[src/logic/fpm_defines.svh]
`ifndef FPM_DEFINES_SVH
`define FPM_DEFINES_SVH

`define IDX_LCD_CONTROL_ONE        8'h8A
`define IDX_USER_OPTIONS_LOW       8'hB0
`define IDX_USER_OPTIONS_HIGH      8'hB1
`define IDX_SECOND_OPTIONS_LOW     8'hB2
`define IDX_SECOND_OPTIONS_HIGH    8'hB3
`define IDX_LCD_CONTROL_TWO        8'hC2
`define IDX_HORIZONTAL_OFFSET      8'hD0
`define IDX_VERTICAL_OFFSET        8'hD2
`define IDX_PANEL_CONTROL_ONE      8'hD4
`define IDX_PANEL_CONTROL_TWO      8'hD5

`define BIT_FORCE_EIGHT_DOT        6
`define BIT_SCAN_REPLICATE         1
`define BIT_ROW_OFFSET_MSB         6
`define BIT_COL_OFFSET_MSB         4
`define BIT_AUTO_CENTER            3
`define BIT_LOOKUP_BYPASS          7
`define BIT_MAX_CONTRAST           5
`define BIT_PALETTE_LOCK           2
`define FIELD_HCOMP_HI             1
`define FIELD_HCOMP_LO             0

`define RESET_REG8                 8'h00
`define PANEL_WIDTH                10'h280
`define RIGHT_START_DOT            10'h050
`define NINTH_PHASE                4'h8
`define EIGHTH_PHASE               4'h7
`define GREY_WHITE                 4'hF
`define GREY_BLACK                 4'h0

`endif

[src/logic/fpm_pkg.sv]
package fpm_pkg;

   typedef enum logic [1:0] {
      HC_LEFT  = 2'h0,
      HC_RIGHT = 2'h1,
      HC_SKIP9 = 2'h2,
      HC_OR89  = 2'h3
   } hcomp_e;

   typedef enum logic [2:0] {
      SRC_CONTRAST = 3'h1,
      SRC_DIRECT   = 3'h2,
      SRC_LOOKUP   = 3'h4
   } grey_src_e;

   typedef logic [3:0] grey_t;
   typedef logic [7:0] reg8_t;

endpackage : fpm_pkg

[src/logic/flat_panel_grey_and_fit_mapper.sv]
`timescale 1ns/1ps
`default_nettype none
`include "fpm_defines.svh"
module flat_panel_grey_and_fit_mapper
   import fpm_pkg::*;
#(
   parameter int LUT_DEPTH = 256
)
(
   // Clock and reset
   input  wire logic        clk_sys,
   input  wire logic        reset_n,
   // APB slave
   input  wire logic [11:0] paddr,
   input  wire logic        psel,
   input  wire logic        penable,
   input  wire logic        pwrite,
   input  wire logic [31:0] pwdata,
   output logic      [31:0] prdata,
   output logic             pready,
   output logic             pslverr,
   // Attribute palette write port
   input  wire logic        attrPalWr,
   input  wire logic [3:0]  attrPalIdx,
   input  wire logic [7:0]  attrPalData,
   // Colour DAC mirror write port
   input  wire logic        dacWr,
   input  wire logic [7:0]  dacIdx,
   input  wire logic [5:0]  dacRed,
   input  wire logic [5:0]  dacGreen,
   input  wire logic [5:0]  dacBlue,
   // Display state
   input  wire logic        lcdActive,
   input  wire logic        textMode,
   input  wire logic [9:0]  srcLines,
   input  wire logic [9:0]  panelLines,
   // Pixel stream in
   input  wire logic        frameStart,
   input  wire logic        lineStart,
   input  wire logic        pixValid,
   input  wire logic [3:0]  pixAttr,
   input  wire logic        pixIsFg,
   input  wire logic [3:0]  cellFg,
   input  wire logic [3:0]  cellBg,
   // Panel stream out
   output grey_t            greyOut,
   output logic             greyValid,
   // Fit controls
   output logic             forceEightDot,
   output logic             lineReplicate,
   output logic      [9:0]  vertStart
);

   // Register file.
   reg8_t lcdControlOne_reg;
   reg8_t userOptionsLow_reg;
   reg8_t userOptionsHigh_reg;
   reg8_t secondOptionsLow_reg;
   reg8_t secondOptionsHigh_reg;
   reg8_t lcdControlTwo_reg;
   reg8_t horizontalOffset_reg;
   reg8_t verticalOffset_reg;
   reg8_t panelControlOne_reg;
   reg8_t panelControlTwo_reg;

   logic [7:0]  wordIdx;
   logic        addrHit;
   logic        busWrite;
   reg8_t       readValue;

   // Attribute palette and pixel path.
   logic [7:0]  attrPalette_reg [16];
   logic [7:0]  dacIndex;
   grey_t       contrastGrey;
   grey_t       lookupGrey;
   grey_src_e   srcSel;
   logic        contrastOn;
   logic        bypassOn;

   // Horizontal fit.
   hcomp_e      hMode_reg;
   logic [9:0]  colStart_reg;
   logic [9:0]  xCount_reg;
   logic [3:0]  phase_reg;
   logic [9:0]  winStart;
   logic [10:0] winEnd;
   logic        keepPix;
   logic        holdPix;
   logic        mergePix;

   // Pipeline stage one.
   logic        s1Valid_reg;
   logic        s1Keep_reg;
   logic        s1Hold_reg;
   logic        s1Merge_reg;
   grey_src_e   s1Src_reg;
   grey_t       s1Contrast_reg;
   grey_t       s1Direct_reg;
   grey_t       s1Grey;
   grey_t       heldGrey_reg;

   // Vertical fit.
   logic [9:0]  rowOffset;
   logic [9:0]  spareLines;
   logic [9:0]  vertStart_next;

   // ---------------- APB slave ----------------

   always_comb begin
      wordIdx = paddr[9:2];
      addrHit = 1'b0;
      if (paddr[11:10] == 2'h0 && paddr[1:0] == 2'h0) begin
         if (wordIdx == `IDX_LCD_CONTROL_ONE) begin
            addrHit = 1'b1;
         end else if (wordIdx == `IDX_USER_OPTIONS_LOW) begin
            addrHit = 1'b1;
         end else if (wordIdx == `IDX_USER_OPTIONS_HIGH) begin
            addrHit = 1'b1;
         end else if (wordIdx == `IDX_SECOND_OPTIONS_LOW) begin
            addrHit = 1'b1;
         end else if (wordIdx == `IDX_SECOND_OPTIONS_HIGH) begin
            addrHit = 1'b1;
         end else if (wordIdx == `IDX_LCD_CONTROL_TWO) begin
            addrHit = 1'b1;
         end else if (wordIdx == `IDX_HORIZONTAL_OFFSET) begin
            addrHit = 1'b1;
         end else if (wordIdx == `IDX_VERTICAL_OFFSET) begin
            addrHit = 1'b1;
         end else if (wordIdx == `IDX_PANEL_CONTROL_ONE) begin
            addrHit = 1'b1;
         end else if (wordIdx == `IDX_PANEL_CONTROL_TWO) begin
            addrHit = 1'b1;
         end
      end
   end

   always_comb begin
      readValue = 8'h00;
      if (wordIdx == `IDX_LCD_CONTROL_ONE) begin
         readValue = lcdControlOne_reg;
      end else if (wordIdx == `IDX_USER_OPTIONS_LOW) begin
         readValue = userOptionsLow_reg;
      end else if (wordIdx == `IDX_USER_OPTIONS_HIGH) begin
         readValue = userOptionsHigh_reg;
      end else if (wordIdx == `IDX_SECOND_OPTIONS_LOW) begin
         readValue = secondOptionsLow_reg;
      end else if (wordIdx == `IDX_SECOND_OPTIONS_HIGH) begin
         readValue = secondOptionsHigh_reg;
      end else if (wordIdx == `IDX_LCD_CONTROL_TWO) begin
         readValue = lcdControlTwo_reg;
      end else if (wordIdx == `IDX_HORIZONTAL_OFFSET) begin
         readValue = horizontalOffset_reg;
      end else if (wordIdx == `IDX_VERTICAL_OFFSET) begin
         readValue = verticalOffset_reg;
      end else if (wordIdx == `IDX_PANEL_CONTROL_ONE) begin
         readValue = panelControlOne_reg;
      end else if (wordIdx == `IDX_PANEL_CONTROL_TWO) begin
         readValue = panelControlTwo_reg;
      end
   end

   // The answer is prepared in the setup cycle, so every access has no wait state.
   always_ff @(posedge clk_sys) begin
      if (!reset_n) begin
         pready  <= 1'b0;
         pslverr <= 1'b0;
         prdata  <= 32'h0000_0000;
      end else if (psel && !penable) begin
         pready  <= 1'b1;
         pslverr <= !addrHit;
         prdata  <= (pwrite || !addrHit) ? 32'h0000_0000 : {24'h00_0000, readValue};
      end else begin
         pready  <= 1'b0;
         pslverr <= 1'b0;
      end
   end

   assign busWrite = psel && penable && pready && pwrite && addrHit;

   always_ff @(posedge clk_sys) begin
      if (!reset_n) begin
         lcdControlOne_reg     <= `RESET_REG8;
         userOptionsLow_reg    <= `RESET_REG8;
         userOptionsHigh_reg   <= `RESET_REG8;
         secondOptionsLow_reg  <= `RESET_REG8;
         secondOptionsHigh_reg <= `RESET_REG8;
         lcdControlTwo_reg     <= `RESET_REG8;
         horizontalOffset_reg  <= `RESET_REG8;
         verticalOffset_reg    <= `RESET_REG8;
         panelControlOne_reg   <= `RESET_REG8;
         panelControlTwo_reg   <= `RESET_REG8;
      end else if (busWrite) begin
         if (wordIdx == `IDX_LCD_CONTROL_ONE) begin
            lcdControlOne_reg <= pwdata[7:0];
         end else if (wordIdx == `IDX_USER_OPTIONS_LOW) begin
            userOptionsLow_reg <= pwdata[7:0];
         end else if (wordIdx == `IDX_USER_OPTIONS_HIGH) begin
            userOptionsHigh_reg <= pwdata[7:0];
         end else if (wordIdx == `IDX_SECOND_OPTIONS_LOW) begin
            secondOptionsLow_reg <= pwdata[7:0];
         end else if (wordIdx == `IDX_SECOND_OPTIONS_HIGH) begin
            secondOptionsHigh_reg <= pwdata[7:0];
         end else if (wordIdx == `IDX_LCD_CONTROL_TWO) begin
            lcdControlTwo_reg <= pwdata[7:0];
         end else if (wordIdx == `IDX_HORIZONTAL_OFFSET) begin
            horizontalOffset_reg <= pwdata[7:0];
         end else if (wordIdx == `IDX_VERTICAL_OFFSET) begin
            verticalOffset_reg <= pwdata[7:0];
         end else if (wordIdx == `IDX_PANEL_CONTROL_ONE) begin
            panelControlOne_reg <= pwdata[7:0];
         end else if (wordIdx == `IDX_PANEL_CONTROL_TWO) begin
            panelControlTwo_reg <= pwdata[7:0];
         end
      end
   end

   // ---------------- Attribute palette ----------------

   always_ff @(posedge clk_sys) begin
      if (!reset_n) begin
         for (int i = 0; i < 16; i++) begin
            attrPalette_reg[i] <= `RESET_REG8;
         end
      end else if (attrPalWr && !panelControlTwo_reg[`BIT_PALETTE_LOCK]) begin
         attrPalette_reg[attrPalIdx] <= attrPalData;
      end
   end

   // ---------------- Grey source selection ----------------

   assign dacIndex = attrPalette_reg[pixAttr];

   max_contrast u_contrast (
      .cellFg  (cellFg),
      .cellBg  (cellBg),
      .pixIsFg (pixIsFg),
      .grey    (contrastGrey)
   );

   grey_lut #(
      .DEPTH (LUT_DEPTH)
   ) u_lut (
      .clk_sys (clk_sys),
      .wrEn    (dacWr),
      .wrIdx   (dacIdx),
      .red     (dacRed),
      .green   (dacGreen),
      .blue    (dacBlue),
      .rdIdx   (dacIndex),
      .rdGrey  (lookupGrey)
   );

   // Settings are read live, so a register write steers the very next pixel.
   always_comb begin
      contrastOn = panelControlTwo_reg[`BIT_MAX_CONTRAST] && textMode;
      bypassOn   = panelControlTwo_reg[`BIT_LOOKUP_BYPASS] || !lcdActive;
      if (contrastOn) begin
         srcSel = SRC_CONTRAST;
      end else if (bypassOn) begin
         srcSel = SRC_DIRECT;
      end else begin
         srcSel = SRC_LOOKUP;
      end
   end

   // ---------------- Horizontal fit ----------------

   // Mode and offset are taken at line start so a line is never split.
   always_ff @(posedge clk_sys) begin
      if (!reset_n) begin
         hMode_reg    <= HC_LEFT;
         colStart_reg <= 10'h000;
      end else if (lineStart) begin
         hMode_reg    <= hcomp_e'(panelControlTwo_reg[`FIELD_HCOMP_HI:`FIELD_HCOMP_LO]);
         colStart_reg <= {1'b0, panelControlOne_reg[`BIT_COL_OFFSET_MSB],
                          horizontalOffset_reg};
      end
   end

   always_ff @(posedge clk_sys) begin
      if (!reset_n) begin
         xCount_reg <= 10'h000;
         phase_reg  <= 4'h0;
      end else if (lineStart) begin
         xCount_reg <= 10'h000;
         phase_reg  <= 4'h0;
      end else if (pixValid) begin
         xCount_reg <= xCount_reg + 10'h001;
         phase_reg  <= (phase_reg == `NINTH_PHASE) ? 4'h0 : phase_reg + 4'h1;
      end
   end

   always_comb begin
      winStart = colStart_reg;
      if (hMode_reg == HC_RIGHT) begin
         winStart = colStart_reg + `RIGHT_START_DOT;
      end
      // One extra bit keeps the window end from wrapping for large column offsets.
      winEnd   = {1'b0, winStart} + {1'b0, `PANEL_WIDTH};
      keepPix  = 1'b1;
      holdPix  = 1'b0;
      mergePix = 1'b0;
      case (hMode_reg)
         HC_LEFT, HC_RIGHT: begin
            keepPix = (xCount_reg >= winStart) && (xCount_reg < winEnd);
         end
         HC_SKIP9: begin
            keepPix = (phase_reg != `NINTH_PHASE);
         end
         HC_OR89: begin
            holdPix  = (phase_reg == `EIGHTH_PHASE);
            keepPix  = !holdPix;
            mergePix = (phase_reg == `NINTH_PHASE);
         end
         default: begin
            keepPix = 1'b1;
         end
      endcase
   end

   // ---------------- Pixel pipeline ----------------

   always_ff @(posedge clk_sys) begin
      if (!reset_n) begin
         s1Valid_reg    <= 1'b0;
         s1Keep_reg     <= 1'b0;
         s1Hold_reg     <= 1'b0;
         s1Merge_reg    <= 1'b0;
         s1Src_reg      <= SRC_LOOKUP;
         s1Contrast_reg <= 4'h0;
         s1Direct_reg   <= 4'h0;
      end else begin
         s1Valid_reg    <= pixValid && !lineStart;
         s1Keep_reg     <= keepPix;
         s1Hold_reg     <= holdPix;
         s1Merge_reg    <= mergePix;
         s1Src_reg      <= srcSel;
         s1Contrast_reg <= contrastGrey;
         s1Direct_reg   <= dacIndex[3:0];
      end
   end

   always_comb begin
      case (s1Src_reg)
         SRC_CONTRAST: s1Grey = s1Contrast_reg;
         SRC_DIRECT:   s1Grey = s1Direct_reg;
         default:      s1Grey = lookupGrey;
      endcase
   end

   always_ff @(posedge clk_sys) begin
      if (!reset_n) begin
         heldGrey_reg <= 4'h0;
      end else if (s1Valid_reg && s1Hold_reg) begin
         heldGrey_reg <= s1Grey;
      end
   end

   always_ff @(posedge clk_sys) begin
      if (!reset_n) begin
         greyOut   <= 4'h0;
         greyValid <= 1'b0;
      end else begin
         greyValid <= s1Valid_reg && s1Keep_reg;
         if (s1Valid_reg && s1Keep_reg) begin
            greyOut <= s1Merge_reg ? (s1Grey | heldGrey_reg) : s1Grey;
         end
      end
   end

   // ---------------- Vertical fit ----------------

   always_comb begin
      rowOffset  = {1'b0, panelControlOne_reg[`BIT_ROW_OFFSET_MSB], verticalOffset_reg};
      spareLines = panelLines - srcLines;
      vertStart_next = 10'h000;
      if (srcLines < panelLines && !lcdControlTwo_reg[`BIT_SCAN_REPLICATE]) begin
         if (panelControlOne_reg[`BIT_AUTO_CENTER]) begin
            vertStart_next = {1'b0, spareLines[9:1]};
         end else begin
            vertStart_next = rowOffset;
         end
      end
   end

   // Frame-level controls change only at frame start to avoid tearing.
   always_ff @(posedge clk_sys) begin
      if (!reset_n) begin
         vertStart     <= 10'h000;
         lineReplicate <= 1'b0;
         forceEightDot <= 1'b0;
      end else if (frameStart) begin
         vertStart     <= vertStart_next;
         lineReplicate <= lcdControlTwo_reg[`BIT_SCAN_REPLICATE];
         forceEightDot <= lcdControlOne_reg[`BIT_FORCE_EIGHT_DOT];
      end
   end

endmodule : flat_panel_grey_and_fit_mapper
`default_nettype wire

[src/logic/grey_lut.sv]
`timescale 1ns/1ps
`default_nettype none
module grey_lut
   import fpm_pkg::*;
#(
   parameter int DEPTH = 256
)
(
   // Clock
   input  wire logic       clk_sys,
   // Colour DAC mirror write
   input  wire logic       wrEn,
   input  wire logic [7:0] wrIdx,
   input  wire logic [5:0] red,
   input  wire logic [5:0] green,
   input  wire logic [5:0] blue,
   // Lookup
   input  wire logic [7:0] rdIdx,
   output grey_t           rdGrey
);

   grey_t      table_reg [DEPTH];
   logic [9:0] colourSum;
   logic [9:0] scaledSum;

   // Weighting the sum by 5/4 lets full white reach a near-top shade.
   always_comb begin
      colourSum = {4'h0, red} + {4'h0, green} + {4'h0, blue};
      scaledSum = colourSum + {2'h0, colourSum[9:2]};
   end

   always_ff @(posedge clk_sys) begin
      if (wrEn) begin
         table_reg[wrIdx] <= scaledSum[7:4];
      end
   end

   always_ff @(posedge clk_sys) begin
      rdGrey <= table_reg[rdIdx];
   end

endmodule : grey_lut
`default_nettype wire

[src/logic/max_contrast.sv]
`timescale 1ns/1ps
`default_nettype none
`include "fpm_defines.svh"
module max_contrast
   import fpm_pkg::*;
(
   // Cell attributes
   input  wire logic [3:0] cellFg,
   input  wire logic [3:0] cellBg,
   input  wire logic       pixIsFg,
   // Result
   output grey_t           grey
);

   always_comb begin
      if (cellFg == cellBg) begin
         grey = cellFg;
      end else if (cellFg > cellBg) begin
         grey = pixIsFg ? `GREY_WHITE : `GREY_BLACK;
      end else begin
         grey = pixIsFg ? `GREY_BLACK : `GREY_WHITE;
      end
   end

endmodule : max_contrast
`default_nettype wire

[config.mk]
export PLATFORM = sky130hd
export DESIGN_NAME = flat_panel_grey_and_fit_mapper
export DESIGN_NICKNAME = d
export VERILOG_FILES = /design/src/logic/fpm_pkg.sv /design/src/logic/flat_panel_grey_and_fit_mapper.sv /design/src/logic/grey_lut.sv /design/src/logic/max_contrast.sv
export VERILOG_INCLUDE_DIRS = /design/src /design/src/logic
export SDC_FILE = /design/constraint.sdc
export NUM_CORES = 2
export LEC_CHECK = 0
export BUFFER_PORTS_ARGS = -buffer_cell sky130_fd_sc_hd__buf_4
export CAP_MARGIN = 0
export CORE_MARGIN = 1
export CORE_UTILIZATION = 52
export CTS_CLUSTER_SIZE = 14
export DETAILED_ROUTE_END_ITERATION = 8
export PLACE_DENSITY = 0.7
export SKIP_CTS_REPAIR_TIMING = 1
export SLEW_MARGIN = 40
export SYNTH_ARGS = -nofsm -noshare
export SYNTH_HDL_FRONTEND = slang
export SYNTH_SLANG_ARGS = --single-unit
[constraint.sdc]
create_clock -name clk_sys -period 16.9 [get_ports clk_sys]
set_clock_uncertainty 0.2 [all_clocks]
set_input_delay 0.845 -clock clk_sys [delete_from_list [all_inputs] [get_ports clk_sys]]
set_output_delay 0.845 -clock clk_sys [all_outputs]
set_load 0.02 [all_outputs]
# Yosys cells after proc, flatten, opt, wreduce, memory -nomap -nowiden
# Memory sizes are Yosys's and may differ from the RTL's. A register that Yosys moved wholly into a read port is not among the register bits.
# Cells that the tools add are included.
dict set report totals {
  output_inout_bits 51
  in_bits 127
  ff_bits 175
  memories 2
  word_cells 161
  ramBits 1152
}
dict set report op_classes {
  bitwise 11
  eq_ne 19
  add_sub_neg 8
  muxes 45
  reduce_logical 41
  magnitude_cmp 4
}
# name depth width read_ports rd_clocked_by_memory_dff wr line_no
set mem_list {}
lappend mem_list {u_lut.table_reg 256 4 1 1 1 grey_lut.sv:22} ;# grey_t table_reg [DEPTH];
lappend mem_list {attrPalette_reg 16 8 1 0 16 flat_panel_grey_and_fit_mapper.sv:72} ;# logic [7:0] attrPalette_reg [16];
# operator n
set op_table {}
lappend op_table {{8-bit two-way mux} 12}
lappend op_table {{8-bit equality test, second input constant} 10}
lappend op_table {{4-bit two-way mux} 7}
lappend op_table {{1-bit two-way mux} 19}
lappend op_table {{9-bit two-way mux} 2}
lappend op_table {{1-bit logical AND} 13}
lappend op_table {{10-bit by 10-bit adder with 11-bit output, second input constant} 1}
lappend op_table {{10-bit by 11-bit less-than comparator with 1-bit output} 1}
lappend op_table {{11-bit AND reduction} 1}
lappend op_table {{10-bit by 1-bit adder with 10-bit output, second input constant} 1}
lappend op_table {{9-bit by 7-bit adder with 10-bit output, second input constant} 1}
lappend op_table {{10-bit >= comparator} 1}
lappend op_table {{10-bit less-than comparator} 1}
lappend op_table {{10-bit two-way mux} 1}
lappend op_table {{1-bit NOT} 10}
lappend op_table {{10-bit AND reduction} 1}
lappend op_table {{10-bit subtractor} 1}
lappend op_table {{9-bit AND reduction} 1}
lappend op_table {{7-bit by 6-bit adder with 8-bit output} 1}
lappend op_table {{8-bit adder} 1}
lappend op_table {{4-bit case mux with 2 select lines} 1}
lappend op_table {{8-bit AND reduction} 1}
lappend op_table {{8-bit OR reduction} 1}
lappend op_table {{6-bit by 6-bit adder with 7-bit output} 1}
lappend op_table {{23 further kinds} 38}

# Depth between registers and ports, before layout
dict set report depth {
  depth_word 15
  ltp_mapped 18
}

# Cells and area by module
# From an unflattened synthesis, not the netlist that was laid out.
dict set report unflattened {
  cells_unflattened 3511
  area_unflattened_um2 55081.6
}
# module instances cells_each area_each_um2
set by_module_without_submodules {}
lappend by_module_without_submodules {grey_lut 1 2237 41288.3}
lappend by_module_without_submodules {flat_panel_grey_and_fit_mapper 1 1244 13575.5}
lappend by_module_without_submodules {max_contrast 1 30 217.7}

# Worst setup path after synthesis
# Ideal clock, no wire load.
dict set report synth_timing {
  path_kind {input -> register}
  startpoint {input port dacRed[2]}
  endpoint {memory u_lut.table_reg[0][2] in the netlist's numbering (data pin)}
  slack_ns 4.725
  stages 13
  required_ns 15.053
  arrival_time_ns 10.328
  path_buffers 0
  path_cell_list {fa_1 > ha_1 > a21o_1 > a21oi_1 > o21bai_1 > a21oi_1 > xnor2_1 > inv_1 > ha_1 > nor2b_1 > o21a_1 > nor2_1 > xnor2_1}
}
dict set report synth_between {
  elab_chain_cells 3
}
# item line_no
set synth_rtl {}
lappend synth_rtl {{start, declared} flat_panel_grey_and_fit_mapper.sv:29} ;# input wire logic [5:0] dacRed,
lappend synth_rtl {{6-bit by 6-bit adder with 7-bit output} grey_lut.sv:28} ;# colourSum = {4'h0, red} + {4'h0, green} + {4'h0, blue};
lappend synth_rtl {{7-bit by 6-bit adder with 8-bit output} grey_lut.sv:28}
lappend synth_rtl {{8-bit adder} grey_lut.sv:29} ;# scaledSum = colourSum + {2'h0, colourSum[9:2]};
lappend synth_rtl {{named net u_lut.scaledSum[6]} grey_lut.sv:24} ;# logic [9:0] scaledSum;
lappend synth_rtl {{end, declared} grey_lut.sv:22}
# The timed path passes the listed nets, and every way through them passes these cells.

# Worst setup path in the final report
dict set report layout_timing {
  startpoint {input port pixAttr[1]}
  endpoint {register u_lut.rdGrey[2] (read register of u_lut.table_reg)}
}
dict set report layout_between {
  elab_chain_cells 1
}
# item line_no
set layout_rtl {}
lappend layout_rtl {{start, declared} flat_panel_grey_and_fit_mapper.sv:41} ;# input wire logic [3:0] pixAttr,
lappend layout_rtl {{memory 16 x 8 bit} -}
lappend layout_rtl {{end, declared} grey_lut.sv:19} ;# output grey_t rdGrey
# Every way passes these cells.
# A chain may end at the register's enable or synchronous reset.

==> results.md <==
- Post-route insts no fill: 5941
- Inserted Clock Buffers: 137
- Die area: 109800 um2
- CP arrival: 6550 ps
- Initial antenna violation count: 1
- Crit-path max FO: 50
- Synth cell count leaders: 1152 x edfxtp_1, 553 x nand2_1, 414 x nor2_1, 217 x mux2i_1, 217 x nand3_1
- Core area: 107400 um2
- Fill cell count: 8281
- Pin count of the biggest net entering global routing: 193
- Sink Count: 1306
- Syn Inst Count: 4399
- Fin Setup TNS: 0 ps
- Final Core Density: 0.5854
- Slew Viols, Final: 0
- RSZ-0062 raised after global routing: no
- IO Pins: 178
- Fmax: 0.1604 GHz
- Vias in the first global route: 36.14k
- DP HPWL: 89.81 mm
- First-pass GRT wire length: 222.7 mm
- MaxCap Viol Count: 0
- Tot Pwr: 0.009143 W
- Dpl ws: 9969 ps
- Outcome: completed
- Final Hold Viols: 0
- Final WL: 148.6 mm
- Initial DRC Count: 4293
- Yosys warning count: 0
- Peak supply drop: 0.0001902 V
- Fraction of registers with async set/reset: 0
- Synth top area cells: edfxtp_1 61%, dfxtp_1 5.5%, mux2i_1 3.9%, nand2_1 3.7%, nor2_1 2.8%
- Setup CP Type: input pin to flip-flop
- Leakage: 21.35 nW
- Die width: 331.3 um
- Clock Path Buffers: 3
- Power Density: 145.5 nW/um2
- Clock slew at reported path FFs: 60 ps
- ANT nets after route: 0
- Worst hold path class: input pin to flip-flop
- Vias/cell: 6.238
- Layout cell share with drive strength beyond 1: 0.1160
- Unique masters post-synth: 77
- GRT Util Overall: 0.2675
- Seq/Total Area, Yosys: 0.6681
- Dpl cells: 5691
- GPL Wtd Cong: 0.9118
- FP Rows: 120
- CTS H-tree lvls: 4
- Drt drc: 0
- Startpoint type of the worst setup path: input pin
- WL/cell: 25.01 um
- Chip height: 331.3 um
- Most common cell in the netlist: edfxtp_1
- Total gr overflow: 0
- Post-synth top area share: 0.6134
- Vias: 37.06k
- IO buf count: 128
- Worst reg2reg path depth: 13
- Syn-to-layout area delta: 11.43%
- Layout Nets: 4605
- Synth Cell Area: 56400 um2
- Area of the multi-input gates: 17280 um2
- Cells on Worst Hold Path: 2
- Storage element area: 37680 um2
- CP Capture Type: flip-flop
- Area leader, netlist: edfxtp_1
- Least-Margin Pin Slew: 912.1 ps
- Starting Density: 0.5253
- Final setup violation count: 0
- Total iterations of the first detailed-routing run: 7
- Setup slack after layout: 10670 ps
- Post-synth EDFFs: 1152
- Avg Inst Size Synth: 12.82 um2
- Slew HR: 0.3762
- CTS tree: built
- Ys flop type: edfxtp_1
- Tmin final: 6234 ps
- Worst skew pair latency: 770 ps
- FF+latch count, synth: 1306
- Clk Tree Root Cell: clkbuf_16
- Max reg flops: 1024
- Worst Path Required: 17210 ps
- Final period util: 0.3689
cell families after synthesis:
group                      Yosys count  synth area share
buffers and inverters              385           0.03157
DFF                               1306            0.6681
muxes                              308           0.06427
AOI/OAI and AO/OA                  735           0.09105
and+or+nand+nor                   1591            0.1292
adders and majority gates           50           0.01216
xor gates and xnor gates            23          0.003572
other                                1        0.00006649
layout by cell type, fill, tap and decap left out, types with 9 or more instances in the layout:
cell | synthesis | final
a2111oi_0 | 25 | 20
a211oi_1 | 114 | 114
a21oi_1 | 118 | 117
a221oi_1 | 21 | 21
a22oi_1 | 106 | 106
a31oi_1 | 95 | 95
a32oi_1 | 20 | 20
and2_1 | 143 | 142
and3_1 | 118 | 117
buf_4 | 34 | 185
buf_6 | 12 | 12
clkbuf_1 | 188 | 29
clkbuf_16 | 0 | 139
clkinv_1 | 1 | 32
clkinv_2 | 0 | 20
conb_1 | 1 | 25
dfxtp_1 | 154 | 154
edfxtp_1 | 1152 | 1152
ha_1 | 42 | 42
inv_1 | 47 | 46
mux2_2 | 53 | 53
mux2i_1 | 217 | 216
mux4_2 | 37 | 37
nand2_1 | 553 | 552
nand2b_1 | 23 | 23
nand3_1 | 217 | 210
nand4_1 | 58 | 58
nor2_1 | 414 | 410
nor2b_1 | 20 | 19
o2111ai_1 | 25 | 25
o211ai_1 | 51 | 51
o21ai_0 | 52 | 47
o22ai_1 | 26 | 26
xnor2_1 | 13 | 11
xor2_1 | 10 | 9
routing by layer:
| metal | up-vias | GRT usage | share of wire |
|---|---|---|---|
| met5 | - | 0 | 0 |
| met4 | 0 | 0.1014 | 0.034 |
| met3 | 286 | 0.05443 | 0.095 |
| met2 | 1798 | 0.4295 | 0.48 |
| met1 | 18380 | 0.3600 | 0.40 |
| li1 | 16600 | - | - |
layout make-up:
type | instances | area share
inverters | 49 | 0.002947
diodes | 3 | 0.0001195
flip-flops and latches | 1306 | 0.5996
clock inverters | 75 | 0.01079
repair buffers | 202 | 0.02596
well taps | 1403 | 0.02793
multi-input cells | 2732 | 0.2749
clock buffers | 171 | 0.05774
metrics by stage:
step	hold WS [ps]	instance area [um2]
after global routing	99.21	62840
after floorplan	235.7	56490
final	105.0	62840
after global placement	241.3	58350
after CTS	73.25	62750
after detailed placement	249.6	58450
power breakdown:
part | internal, W | switching [W] | leakage, nW
logic | 0.000320 | 0.00145 | 7.76
clock network | 0.00165 | 0.00125 | 2.10
registers | 0.00445 | 0.0000178 | 11.5
final timing paths:
kind / from / end / slack, ps
setup / recovery: pixAttr[1] / u_lut.rdGrey[2]$_DFF_P_ / 10670
hold reg to reg: lcdControlTwo_reg[7]$_SDFFE_PN0P_ / lcdControlTwo_reg[7]$_SDFFE_PN0P_ / 260
hold / removal: textMode / s1Src_reg[1]$_SDFF_PP0_ / 100
setup reg to reg: attrPalette_reg[10][0]$_SDFFCE_PN0P_ / u_lut.rdGrey[3]$_DFF_P_ / 11260
worst max-delay path, cell delays in order:
cell and delay [ps]:
buf_4 380, buf_4 650, mux4_2 600, o22a_1 370, a21boi_4 200, buf_4 430
and2_2 580, buf_4 600, a221oi_1 220, nand3_1 180, o21ai_0 240, o31ai_2 670
nand4_1 410
Note: power is estimated with default switching activity, not from simulation.
